--- src/hdl/bits_pkg.sv ---
package bits_pkg;
    // Register byte offsets.
    localparam logic [7:0] REG_CTRL = 8'h00;
    localparam logic [7:0] REG_DEVNUM = 8'h04;
    localparam logic [7:0] REG_START = 8'h08;
    localparam logic [7:0] REG_END = 8'h0c;
    localparam logic [7:0] REG_CUR = 8'h10;
    localparam logic [7:0] REG_STAT = 8'h14;
    localparam logic [7:0] REG_IRQ = 8'h18;
    localparam logic [7:0] REG_MASK = 8'h1c;
    // Control field positions.
    localparam int CTRL_GO = 0;
    localparam int CTRL_OUT = 1;
    localparam int CTRL_REGF = 2;
    // Status byte bit positions.
    localparam int ST_BUSY = 4;
    localparam int ST_ERR_LO = 5;
    localparam int ST_ERR_HI = 7;
    // Event bit positions.
    localparam int EV_DONE = 0;
    localparam int EV_ERR = 1;
    localparam int EV_W = 2;
    localparam logic [1:0] RESP_OKAY = 2'h0;
    localparam logic [1:0] RESP_SLVERR = 2'h2;
    localparam logic [15:0] ADDR_ONE = 16'h0001;
    // Memory port request.
    typedef struct packed {
        logic rd;
        logic wr;
        logic [15:0] addr;
        logic [7:0] wdata;
    } bits_mem_req_type;
    // I/O bus control lines toward the controller.
    typedef struct packed {
        logic adrs;
        logic data_request_line;
        logic data_output_line;
        logic status_request_line;
        logic [7:0] dal;
    } bits_io_ctl_type;
    typedef enum logic [3:0] {
        ST_IDLE = 4'h0,
        ST_FETCH_S = 4'h1,
        ST_FETCH_E = 4'h2,
        ST_ADDR = 4'h3,
        ST_ADDR_REL = 4'h4,
        ST_MRD = 4'h5,
        ST_DATA = 4'h6,
        ST_DATA_REL = 4'h7,
        ST_STAT = 4'h8,
        ST_STAT_REL = 4'h9,
        ST_CHECK = 4'ha,
        ST_MWR = 4'hb
    } bits_state_type;
endpackage

--- src/hdl/bits_seq.sv ---
// Function
// Device number from register; start at effective address, end in following halfword.
// Block input stores each received byte at successive memory bytes.
// Block output fetches successive memory bytes and sends each to device.
// After each byte, read status byte and examine only its high nibble.
// While busy bit 4 is set, repeat status reads without data transfer.
// Busy clear and any of bits 5-7 set ends operation, bits kept.
// All four bits clear continues with next byte unless address ends.
// Normal finish when current address equals end; condition code reads zero.
// Input: good status, no match, increment address and repeat cycle.
// Output: good status, compare addresses, stop if equal else increment, repeat.
// Device addressed once; then data and status lines alternate.
// Last examined status bits stay in condition code after the end.
// Register variants take start address from second register operand.
// Status request raised; controller returns byte with sync; drop request, sync drops.
// Status bits 4-7 copied into condition code on each status byte.
// Controller holds busy until the data byte is settled.
`timescale 1ns/1ps
module bits_seq
    import bits_pkg::*;
(
    // Clock and reset.
    input wire logic clk,
    input wire logic rstn,
    // AXI4-Lite slave.
    input wire logic [7:0] s_axi_awaddr,
    input wire logic s_axi_awvalid,
    output logic s_axi_awready,
    input wire logic [31:0] s_axi_wdata,
    input wire logic [3:0] s_axi_wstrb,
    input wire logic s_axi_wvalid,
    output logic s_axi_wready,
    output logic [1:0] s_axi_bresp,
    output logic s_axi_bvalid,
    input wire logic s_axi_bready,
    input wire logic [7:0] s_axi_araddr,
    input wire logic s_axi_arvalid,
    output logic s_axi_arready,
    output logic [31:0] s_axi_rdata,
    output logic [1:0] s_axi_rresp,
    output logic s_axi_rvalid,
    input wire logic s_axi_rready,
    // Byte memory port, read data taken in the same cycle the request is presented.
    output bits_mem_req_type mem_req,
    input wire logic [7:0] mem_rdata,
    // I/O bus.
    output bits_io_ctl_type io_ctl,
    input wire logic [7:0] return_data_lines,
    input wire logic sync_response,
    // Interrupt.
    output logic irq
);
    bits_state_type st_q, st_d;
    logic [2:0] ctrl_q, ctrl_d;
    logic [7:0] dev_q, dev_d;
    logic [15:0] regstart_q, regstart_d, ea_q, ea_d, end_q, end_d, cur_q, cur_d;
    logic [7:0] byte_q, byte_d;
    logic [3:0] cc_q, cc_d;
    logic [2:0] ev_q, ev_d, mask_q, mask_d;
    logic busy_q, busy_d, ph_q, ph_d;
    bits_mem_req_type mem_q, mem_d;
    bits_io_ctl_type io_q, io_d;
    logic [7:0] rdl_s1_q, rdl_s2_q;
    logic syn_s1_q, syn_s2_q;
    logic aw_q, aw_d, w_q, w_d, bv_q, bv_d, rv_q, rv_d, irq_q, irq_d;
    logic [7:0] awa_q, awa_d;
    logic [31:0] wd_q, wd_d, rd_q, rd_d;
    logic [1:0] br_q, br_d, rr_q, rr_d;
    logic [2:0] ev_set;
    logic go_refused;

    // Two-flop synchronisers for the bus inputs.
    always_ff @(posedge clk or negedge rstn) begin
        if (!rstn) begin
            rdl_s1_q <= 8'h00;
            rdl_s2_q <= 8'h00;
            syn_s1_q <= 1'b0;
            syn_s2_q <= 1'b0;
        end else begin
            rdl_s1_q <= return_data_lines;
            rdl_s2_q <= rdl_s1_q;
            syn_s1_q <= sync_response;
            syn_s2_q <= syn_s1_q;
        end
    end

    // Sequencer.
    always_comb begin
        st_d = st_q;
        cur_d = cur_q;
        end_d = end_q;
        byte_d = byte_q;
        cc_d = cc_q;
        busy_d = busy_q;
        ph_d = 1'b0;
        mem_d = '0;
        io_d = io_q;
        ev_set = 3'h0;
        unique case (st_q)
            ST_IDLE: begin
                if (ctrl_q[CTRL_GO] && !busy_q) begin
                    busy_d = 1'b1;
                    // Register form uses the second register operand directly.
                    if (ctrl_q[CTRL_REGF]) begin
                        cur_d = regstart_q;
                        mem_d.rd = 1'b1;
                        mem_d.addr = ea_q;
                        st_d = ST_FETCH_E;
                    end else begin
                        mem_d.rd = 1'b1;
                        mem_d.addr = ea_q;
                        st_d = ST_FETCH_S;
                    end
                end
            end
            ST_FETCH_S: begin
                // Two byte reads build the start halfword, high byte first.
                if (!ph_q) begin
                    cur_d[15:8] = mem_rdata;
                    mem_d.rd = 1'b1;
                    mem_d.addr = ea_q + ADDR_ONE;
                    ph_d = 1'b1;
                end else begin
                    cur_d[7:0] = mem_rdata;
                    mem_d.rd = 1'b1;
                    mem_d.addr = ea_q + 16'h0002;
                    st_d = ST_FETCH_E;
                end
            end
            ST_FETCH_E: begin
                if (!ph_q) begin
                    end_d[15:8] = mem_rdata;
                    mem_d.rd = 1'b1;
                    mem_d.addr = (ctrl_q[CTRL_REGF] ? ea_q : ea_q + 16'h0002) + ADDR_ONE;
                    ph_d = 1'b1;
                end else begin
                    end_d[7:0] = mem_rdata;
                    io_d.dal = dev_q;
                    io_d.adrs = 1'b1;
                    st_d = ST_ADDR;
                end
            end
            ST_ADDR: if (syn_s2_q) begin
                io_d.adrs = 1'b0;
                st_d = ST_ADDR_REL;
            end
            ST_ADDR_REL: if (!syn_s2_q) begin
                if (ctrl_q[CTRL_OUT]) begin
                    mem_d.rd = 1'b1;
                    mem_d.addr = cur_q;
                    st_d = ST_MRD;
                end else begin
                    io_d.data_request_line = 1'b1;
                    st_d = ST_DATA;
                end
            end
            ST_MRD: begin
                io_d.dal = mem_rdata;
                io_d.data_output_line = 1'b1;
                st_d = ST_DATA;
            end
            ST_DATA: if (syn_s2_q) begin
                byte_d = rdl_s2_q;
                io_d.data_request_line = 1'b0;
                io_d.data_output_line = 1'b0;
                st_d = ST_DATA_REL;
            end
            ST_DATA_REL: if (!syn_s2_q) begin
                if (!ctrl_q[CTRL_OUT]) begin
                    mem_d.wr = 1'b1;
                    mem_d.addr = cur_q;
                    mem_d.wdata = byte_q;
                end
                io_d.status_request_line = 1'b1;
                st_d = ST_STAT;
            end
            ST_STAT: if (syn_s2_q) begin
                cc_d = rdl_s2_q[ST_ERR_HI:ST_BUSY];
                io_d.status_request_line = 1'b0;
                st_d = ST_STAT_REL;
            end
            ST_STAT_REL: if (!syn_s2_q) begin
                st_d = ST_CHECK;
            end
            ST_CHECK: begin
                if (cc_q[0]) begin
                    io_d.status_request_line = 1'b1;
                    st_d = ST_STAT;
                end else if (cc_q[ST_ERR_HI-ST_BUSY:ST_ERR_LO-ST_BUSY] != 3'h0) begin
                    ev_set[EV_ERR] = 1'b1;
                    busy_d = 1'b0;
                    st_d = ST_IDLE;
                end else if (cur_q == end_q) begin
                    ev_set[EV_DONE] = 1'b1;
                    busy_d = 1'b0;
                    st_d = ST_IDLE;
                end else begin
                    cur_d = cur_q + ADDR_ONE;
                    st_d = ST_MWR;
                end
            end
            ST_MWR: begin
                if (ctrl_q[CTRL_OUT]) begin
                    mem_d.rd = 1'b1;
                    mem_d.addr = cur_q;
                    st_d = ST_MRD;
                end else begin
                    io_d.data_request_line = 1'b1;
                    st_d = ST_DATA;
                end
            end
            default: st_d = ST_IDLE;
        endcase
    end

    // AXI4-Lite slave and registers.
    always_comb begin
        aw_d = aw_q;
        w_d = w_q;
        awa_d = awa_q;
        wd_d = wd_q;
        bv_d = bv_q;
        br_d = br_q;
        rv_d = rv_q;
        rr_d = rr_q;
        rd_d = rd_q;
        ctrl_d = ctrl_q;
        ctrl_d[CTRL_GO] = 1'b0;
        dev_d = dev_q;
        regstart_d = regstart_q;
        ea_d = ea_q;
        mask_d = mask_q;
        ev_d = ev_q;
        go_refused = 1'b0;
        if (s_axi_awvalid && !aw_q) begin
            aw_d = 1'b1;
            awa_d = s_axi_awaddr;
        end
        if (s_axi_wvalid && !w_q) begin
            w_d = 1'b1;
            wd_d = s_axi_wdata;
        end
        if (aw_q && w_q && !bv_q) begin
            aw_d = 1'b0;
            w_d = 1'b0;
            bv_d = 1'b1;
            br_d = RESP_OKAY;
            unique case (awa_q)
                REG_CTRL: begin
                    // A write while busy is ignored so the running mode cannot change.
                    go_refused = busy_q && wd_q[CTRL_GO];
                    if (!busy_q) ctrl_d = wd_q[2:0];
                end
                REG_DEVNUM: dev_d = wd_q[7:0];
                REG_START: regstart_d = wd_q[15:0];
                REG_END: ea_d = wd_q[15:0];
                REG_MASK: mask_d = wd_q[2:0];
                REG_CUR, REG_STAT, REG_IRQ: br_d = RESP_OKAY;
                default: br_d = RESP_SLVERR;
            endcase
        end
        if (bv_q && s_axi_bready) bv_d = 1'b0;
        if (rv_q && s_axi_rready) rv_d = 1'b0;
        if (s_axi_arvalid && !rv_q) begin
            rv_d = 1'b1;
            rr_d = RESP_OKAY;
            rd_d = 32'h0;
            unique case (s_axi_araddr)
                REG_CTRL: rd_d[2:0] = ctrl_q;
                REG_DEVNUM: rd_d[7:0] = dev_q;
                REG_START: rd_d[15:0] = regstart_q;
                REG_END: rd_d[15:0] = ea_q;
                REG_CUR: rd_d[15:0] = cur_q;
                REG_STAT: rd_d = {23'h0, busy_q, cc_q, 4'h0};
                REG_IRQ: rd_d[2:0] = ev_q;
                REG_MASK: rd_d[2:0] = mask_q;
                default: rr_d = RESP_SLVERR;
            endcase
            // Read of the event register clears it; a new event still wins.
            if (s_axi_araddr == REG_IRQ) ev_d = 3'h0;
        end
        ev_d = ev_d | ev_set;
        ev_d[EV_W] = ev_d[EV_W] | go_refused;
        irq_d = |(ev_d & mask_q);
    end

    always_ff @(posedge clk or negedge rstn) begin
        if (!rstn) begin
            st_q <= ST_IDLE;
            ctrl_q <= 3'h0;
            dev_q <= 8'h00;
            regstart_q <= 16'h0000;
            ea_q <= 16'h0000;
            end_q <= 16'h0000;
            cur_q <= 16'h0000;
            byte_q <= 8'h00;
            cc_q <= 4'h0;
            busy_q <= 1'b0;
            ph_q <= 1'b0;
            mem_q <= '0;
            io_q <= '0;
            ev_q <= 3'h0;
            mask_q <= 3'h0;
            aw_q <= 1'b0;
            w_q <= 1'b0;
            awa_q <= 8'h00;
            wd_q <= 32'h0;
            bv_q <= 1'b0;
            br_q <= 2'h0;
            rv_q <= 1'b0;
            rr_q <= 2'h0;
            rd_q <= 32'h0;
            irq_q <= 1'b0;
        end else begin
            st_q <= st_d;
            ctrl_q <= ctrl_d;
            dev_q <= dev_d;
            regstart_q <= regstart_d;
            ea_q <= ea_d;
            end_q <= end_d;
            cur_q <= cur_d;
            byte_q <= byte_d;
            cc_q <= cc_d;
            busy_q <= busy_d;
            ph_q <= ph_d;
            mem_q <= mem_d;
            io_q <= io_d;
            ev_q <= ev_d;
            mask_q <= mask_d;
            aw_q <= aw_d;
            w_q <= w_d;
            awa_q <= awa_d;
            wd_q <= wd_d;
            bv_q <= bv_d;
            br_q <= br_d;
            rv_q <= rv_d;
            rr_q <= rr_d;
            rd_q <= rd_d;
            irq_q <= irq_d;
        end
    end

    assign s_axi_awready = !aw_q;
    assign s_axi_wready = !w_q;
    assign s_axi_bvalid = bv_q;
    assign s_axi_bresp = br_q;
    assign s_axi_arready = !rv_q;
    assign s_axi_rvalid = rv_q;
    assign s_axi_rresp = rr_q;
    assign s_axi_rdata = rd_q;
    assign mem_req = mem_q;
    assign io_ctl = io_q;
    assign irq = irq_q;

    // Checks.
    a_busy_repoll: assert property (@(posedge clk) disable iff (!rstn)
        (st_q == ST_CHECK && cc_q[0]) |=> (st_q == ST_STAT && io_q.status_request_line))
        else $error("busy status did not re-poll");
    a_err_stop: assert property (@(posedge clk) disable iff (!rstn)
        (st_q == ST_CHECK && !cc_q[0] && cc_q[3:1] != 3'h0) |=> (st_q == ST_IDLE && ev_q[EV_ERR]))
        else $error("error status did not stop");
    a_done_stop: assert property (@(posedge clk) disable iff (!rstn)
        (st_q == ST_CHECK && cc_q == 4'h0 && cur_q == end_q) |=> (st_q == ST_IDLE && cc_q == 4'h0))
        else $error("normal finish wrong");
    a_addr_incr: assert property (@(posedge clk) disable iff (!rstn)
        (st_q == ST_CHECK && cc_q == 4'h0 && cur_q != end_q) |=> (cur_q == $past(cur_q) + 16'h0001))
        else $error("address not incremented");
    a_stat_copy: assert property (@(posedge clk) disable iff (!rstn)
        (st_q == ST_STAT && syn_s2_q) |=> (cc_q == $past(rdl_s2_q[7:4])))
        else $error("status not copied");
    a_one_line: assert property (@(posedge clk) disable iff (!rstn)
        $onehot0({io_q.adrs, io_q.data_request_line, io_q.data_output_line,
        io_q.status_request_line}))
        else $error("two control lines high");
    a_sr_drop: assert property (@(posedge clk) disable iff (!rstn)
        (io_q.status_request_line && syn_s2_q) |=> !io_q.status_request_line)
        else $error("status request not dropped");
    a_in_store: assert property (@(posedge clk) disable iff (!rstn)
        (st_q == ST_DATA_REL && !syn_s2_q && !ctrl_q[CTRL_OUT]) |=> (mem_q.wr && mem_q.addr == cur_q))
        else $error("input byte not stored");
endmodule

--- config.mk ---
export PLATFORM = sky130hd
export DESIGN_NAME = bits_seq
export DESIGN_NICKNAME = d
export VERILOG_FILES = /design/src/hdl/bits_pkg.sv /design/src/hdl/bits_seq.sv
export SDC_FILE = /design/constraint.sdc
export NUM_CORES = 1
export LEC_CHECK = 0
export BUFFER_PORTS_ARGS = -buffer_cell sky130_fd_sc_hd__buf_4
export CAP_MARGIN = 20
export CORE_ASPECT_RATIO = 0.9
export CORE_MARGIN = 1.5
export CORE_UTILIZATION = 60
export CTS_BUF_LIST = sky130_fd_sc_hd__clkbuf_8
export DETAILED_ROUTE_END_ITERATION = 12
export MAX_ROUTING_LAYER = met4
export PLACE_DENSITY = 0.83
export SYNTH_ARGS = -nofsm -noshare
export SYNTH_HDL_FRONTEND = slang
export SYNTH_SLANG_ARGS = --single-unit
--- constraint.sdc ---
create_clock -name clk -period 4.01 [get_ports clk]
set_input_delay 0.802 -clock clk [delete_from_list [all_inputs] [get_ports clk]]
set_output_delay 0.802 -clock clk [all_outputs]
set_load 0.005 [all_outputs]
==> results.txt, run 1 <==
outcome: finished clean
Setup Skew: 0.0212 ns
initial antenna violation count: 0
num ports: 156
EDFF count, synth: 0
asr flop ratio synth: 100%
CP Data Arrival Time: 3.34 ns
CTS tree: yes
Post-Syn Area: 10300 sq um
GRT Residual Overflow: 0
Sequential Power Share: 45.4%
clock-pin slew on the worst setup and hold paths: 0.06 ns
Hold Fails Final Rpt: 0
RSZ-0062 raised after global routing: no
post-placement cell count: 1297
Startpoint Class: flop
hold slack: 0.346 ns
Pre-antenna DRT Iters: 7
setup_tns: 0 ns
Num Clock Sinks: 202
Combinational Power Share: 30.1%
critical path endpoint category: flop
Worst Path Required: 4.46 ns
Syn Area/Cell: 10.1 sq um
drt drc: 0
crit-path cells: nor2b_1, nand3_1, nand2_1, nor2_1, nor2_1
Final Slew Violations: 0
share of cells above drive strength 1: 25.6%
final setup vio count: 0
Area Overhead vs Synth: 16.0%
Inserted Clock Buffers: 34
1st-iter DRT viols: 1251
nets@finish: 1203
Yosys warnings: 0
Final HPWL DP: 18.6 mm
Yosys reg bits: 202
DR WL/cell: 19.9 um
NetSw: 2760 uW
most frequent cell after synthesis: dfrtp_1
H-tree depth: 2
Internal: 4770 uW
Max VDD drop: 0.000449 V
synth cell count leaders: dfrtp_1, nand2_1, mux2_2
PwrDens: 627 nW/um^2
routed via count: 8607
Total GRT Usage: 31.6%
die extent in y: 128 um
die area: 18000 sq um
post-synthesis cell type count: 65
part of the power in the clock network: 24.5%
worst-case clock buffer depth: 3
sequential-to-total area share from yosys stat: 48.9%
Detail Route Antenna Nets: 0
Crit-path slowest cell: dfrtp_1
Period minus WS final: 2.89 ns
Leakage: 0.00544 uW
diode count: 0
clk_lat worst skew: 0.53 ns
Worst slew margin: 30.9%
ys flop type: dfrtp_1
post_cts resized: 0
Post-CTS Setup Bufs: 0
CTS root buf: clkbuf_8
global-route wire length before repair: 43.2 mm
largest area contributor in the synthesized netlist: dfrtp_1
post-synth top area share: 48.9%
CORE AREA: 16900 sq um
max cap viols: 0
CTS Hold Bufs: 0
Final Non-Filler Cells: 1353
Rows: 45
input/output buffers: 117
vias in the first global route: 8185
CP Max Fanout: 23
Starting Density: 61.3%
largest net degree at the start of global routing: 110
Worst-Margin Slew: 1.03 ns
Hold Path Class: flop to flop
Post-Syn Instances: 1020
CP max stage delay: 0.79 ns
synth top area cells: dfrtp_1, mux2_2, o21ai_0
kind of critical path: flop to flop
cell mode on critical path: nor2_1
Routed WL: 26.9 mm
Placer Congestion: 0.961
FMAX: 346 MHz
post-DR vias/cell: 6.36
Tcrit/Tclk final: 72.1%
Sw Ratio: 36.6%
Die X: 141 um
## layer usage
metal,global-route usage (%),vias to the layer above,routed length (um),part of all wire (%)
met3,4.80,61,2640,9.8
met5,-,-,0,0
li1,-,3845,-,-
met4,11.0,0,648,2.4
met2,47.0,519,12300,46
met1,44.7,4182,11300,42
## logic make-up (layout without fill, tap and decap cells)
logic type | count (synthesis) | count (layout) | synth area share, %
buf+inv | 106 | 211 | 4.63
fa+ha+maj | 5 | 5 | 0.605
flops | 202 | 202 | 48.9
other cells | 1 | 18 | 0.0362
compound gates | 235 | 235 | 14.6
simple gates | 311 | 311 | 14.9
xor+xnor | 51 | 51 | 4.32
mux | 109 | 109 | 12.1
## metrics by stage
stage / total power, uW / instance area, sq um / util [%] / setup WS [ns]
global route: 7950 / 12000 / 71.1 / 0.884
detailed placement: 5620 / 11300 / 67.1 / 1.21
CTS: 7480 / 12000 / 71.1 / 1.17
floorplan: 4760 / 10400 / - / 1.42
global placement: 5520 / 11300 / 67.1 / 1.25
finish: 7520 / 12000 / 71.1 / 1.12
## power groups by stage
stage	registers [uW]	clock network (uW)	logic (uW)
floorplan	2980	0	1780
global placement	3370	0	2140
finish	3410	1840	2270
detailed placement	3400	0	2230
CTS	3370	1870	2240
global route	3490	1970	2480
## registers in the layout (all words and copies together) (netlist names), 12 cells and up
signal,flops
s_axi_rdata,16
cur_q,16
end_q,16
ea_q,16
regstart_q,16
wd_q,16
io_ctl,12
mem_req,26
## critical path, delay by kind of cell (launching register included)
kind             cells  cell delay, ns
DFF                  1            0.79
and+or+nand+nor      5            2.00
## cell type report
cell class	instances	area (sq um)
flip-flops and latches	202	5050
clock buffers	40	551
well taps	211	264
inverters	19	71.3
multi-input cells	729	4880
fillers	1220	4890
repair buffers	136	1050
clock inverters	16	126
## cells in the final DEF (no fill, tap or decap), types with 6 or more instances in the layout
cell type    n
nor2_1      76
inv_1       29
nand4_1     10
xnor2_1     36
a22o_1      20
and2_1      12
conb_1      18
a221oi_1    15
o21ai_0     78
nand3_1     24
buf_4      133
mux2i_1     10
nand2_1    100
nor2b_1     12
a21oi_1     40
nor4_1      12
dfrtp_1    202
o22ai_1     19
a22oi_1     17
a31oi_1      7
o211ai_1     6
clkbuf_8    41
xor2_1      15
a222oi_1     7
mux2_2      96
nor3_1      23
## path summary, 6_finish.rpt
path	to	slack, ns	from	depth (start not counted)
max	io_ctl[5]	1.12	st_q[1]	5
min	rdl_s2_q[4]	0.35	rdl_s1_q[4]	0
max reg2reg	io_ctl[5]	1.12	st_q[1]	5
min reg2reg	rdl_s2_q[4]	0.35	rdl_s1_q[4]	0
max in group asynchronous	s_axi_rdata[11]	2.85	rstn	2
min in group asynchronous	awa_q[7]	0.40	rstn	1
No activity file was read; power rests on OpenSTA's default activity.
==> run 2: changes to the inputs <==
CORE_UTILIZATION = 59   (was 60)
PLACE_DENSITY = 0.82   (was 0.83)
clock period = 2.7 ns   (was 4.01 ns; I/O delays follow)
==> results.txt, run 2 (synthesis results as in run 1) <==
outcome: finished clean
Worst slew margin: 55.2% (+24 points)
grt met2 use: 48.0% (+0.97 points)
Inserted Clock Buffers: 34 (unchanged)
die extent in y: 129 um (+0.82%)
Period minus WS final: 2.50 ns (-0.390 ns)
Worst-Margin Slew: 0.671 ns (-0.362 ns)
routed via count: 8838 (+2.7%)
Detail Route Antenna Nets: 0 (unchanged)
most frequent cells in the layout: dfrtp_1, buf_4, nand2_1
Tcrit/Tclk final: 92.7% (+21 points)
Top Usage Layer GRT: met2
vias in the first global route: 8374 (+2.3%)
Starting Density: 60.8% (-0.41 points)
Area Overhead vs Synth: 19.2%
Crit-path slowest cell: or3b_2
setup_tns: 0 ns (unchanged)
GRT Residual Overflow: 0 (unchanged)
Final Slew Violations: 0 (unchanged)
max reg flops: 26 (unchanged)
Final HPWL DP: 20.0 mm (+7.3%)
Crit path buffers/inverters: 0 (unchanged)
clock-pin slew on the worst setup and hold paths: 0.07 ns (about the same)
num ports: 156 (unchanged)
CP Max Fanout: 7 (-70%)
fillers: 1253 (+2.7%)
Die X: 143 um (+0.82%)
input/output buffers: 117 (unchanged)
Rows: 45 (unchanged)
CTS Hold Bufs: 0 (unchanged)
Num Clock Sinks: 202 (unchanged)
post-DR vias/cell: 6.22 (-2.2%)
CP Data Arrival Time: 2.89 ns (-0.45 ns)
CTS tree: yes
commonest non-fill, non-tap cell in the layout: dfrtp_1
CTS root buf: clkbuf_8
CP Launch Point: ea_q[2]
Leakage: 0.00562 uW (+3.4%)
largest net degree at the start of global routing: 65 (-41%)
nets@finish: 1245 (+3.5%)
Hold Fails Final Rpt: 0 (unchanged)
initial antenna violation count: 1 (+1)
die area: 18300 sq um (+1.7%)
PwrDens: 930 nW/um^2 (+48%)
CP max stage delay: 0.49 ns (-0.30 ns)
H-tree depth: 2 (unchanged)
Total GRT Usage: 33.2% (+1.6 points)
Setup Skew: 0.0164 ns (-0.00484 ns)
worst-case clock buffer depth: 3 (unchanged)
FMAX: 400 MHz (+16%)
crit-path cells: ha_1, or3b_2, a21oi_1, o22ai_1, o21bai_2, nor4b_1, xor2_1, o21ai_0
share of cells above drive strength 1: 28.7% (+3.1 points)
Post-CTS Setup Bufs: 0 (unchanged)
1st-iter DRT viols: 1201 (-4.0%)
M3 GR Usage: 7.26% (+2.5 points)
global-route wire length before repair: 45.2 mm (+4.5%)
Startpoint Class: flop
CP delay by family, top: simple AND/OR/NAND/NOR gates
critical path endpoint category: flop
Pwr Total: 11500 uW (+52%)
drt drc: 0 (unchanged)
DR WL/cell: 20.2 um (+1.4%)
clk_lat worst skew: 0.54 ns (about the same)
max cap viols: 0 (unchanged)
Hold Path Class: input port to async pin
Max VDD drop: 0.000518 V (+15%)
CORE AREA: 17000 sq um (+0.67%)
final setup vio count: 0 (unchanged)
post_cts resized: 0 (unchanged)
Routed WL: 28.6 mm (+6.4%)
RSZ-0062 raised after global routing: no
grt met1 use: 46.2% (+1.5 points)
Reg-to-Reg Start: ea_q[2]
Placer Congestion: 0.962 (+0.18%)
Worst Path Required: 3.09 ns (-1.37 ns)
kind of critical path: flop to flop
Pre-antenna DRT Iters: 7 (unchanged)
## run 2: changes by cell type in the layout (fill, tap and decap cells not counted)
cell        delta
buf_4         +42
clkinv_2       +5
inv_1          -5
bufinv_16      -2
clkbuf_8       +2
clkinvlp_4     +1
diode_2        +1
inv_8          -1
nor4b_1        -1
nor4b_2        +1
## run 2: layout make-up
class / instances / area (sq um) / share of cell area (%)
Antenna cell: 1 / 2.50 / 0.0203
Clock inverter: 14 / 68.8 / 0.558
Clock buffer: 42 / 578 / 4.69
Inverter: 19 / 71.3 / 0.579
Timing Repair Buffer: 178 / 1370 / 11.1
Multi-Input combinational cell: 729 / 4890 / 39.7
Sequential cell: 202 / 5050 / 41.0
Tap cell: 235 / 294 / 2.39
## run 2: routing by layer
| metal | wire [um] | up-vias |
|---|---|---|
| li1 | - | 3916 |
| met2 | 12800 | 578 |
| met5 | 0 | - |
| met4 | 887 | 0 |
| met3 | 3030 | 85 |
| met1 | 11900 | 4259 |
## run 2: worst paths after layout
kind	endpoint	slack (ns)	depth (start not counted)
min in group clk	rdl_s1_q[0]	0.11	1
hold reg to reg	syn_s2_q	0.34	0
hold / removal	w_q	0.02	1
setup reg to reg	mem_req[21]	0.20	8
setup / recovery	mem_req[21]	0.20	8
max in group asynchronous	end_q[2]	1.93	2
## run 2: worst reg2reg max path, cell delays in order, from the launching register on
cell	delay (ns)
dfrtp_1	0.36
ha_1	0.23
or3b_2	0.49
a21oi_1	0.22
o22ai_1	0.13
o21bai_2	0.28
nor4b_1	0.38
xor2_1	0.17
o21ai_0	0.09
## run 2: stage by stage
| step | cells | setup WS [ns] | util (%) | hold slack, ns | area [sq um] |
|---|---|---|---|---|---|
| 2_1_floorplan | 1037 | 0.110 | - | 0.244 | 10400 |
| 3_3_place_gp | 1363 | 0.291 | 68.7 | 0.332 | 11700 |
| 3_5_place_dp | 1363 | 0.269 | 68.7 | 0.335 | 11700 |
| 4_1_cts | 1419 | 0.238 | 72.5 | 0.0223 | 12300 |
| 5_1_grt | 1420 | 0.0397 | 72.5 | 0.0501 | 12300 |
| 6_report | 1420 | 0.198 | 72.5 | 0.0163 | 12300 |
## run 2: report_power, final
part	internal, uW	switching [uW]	total, uW
combinational	1860	2060	3920
sequential	3890	1020	4910
clock	1400	1240	2640
total	7160	4310	11500
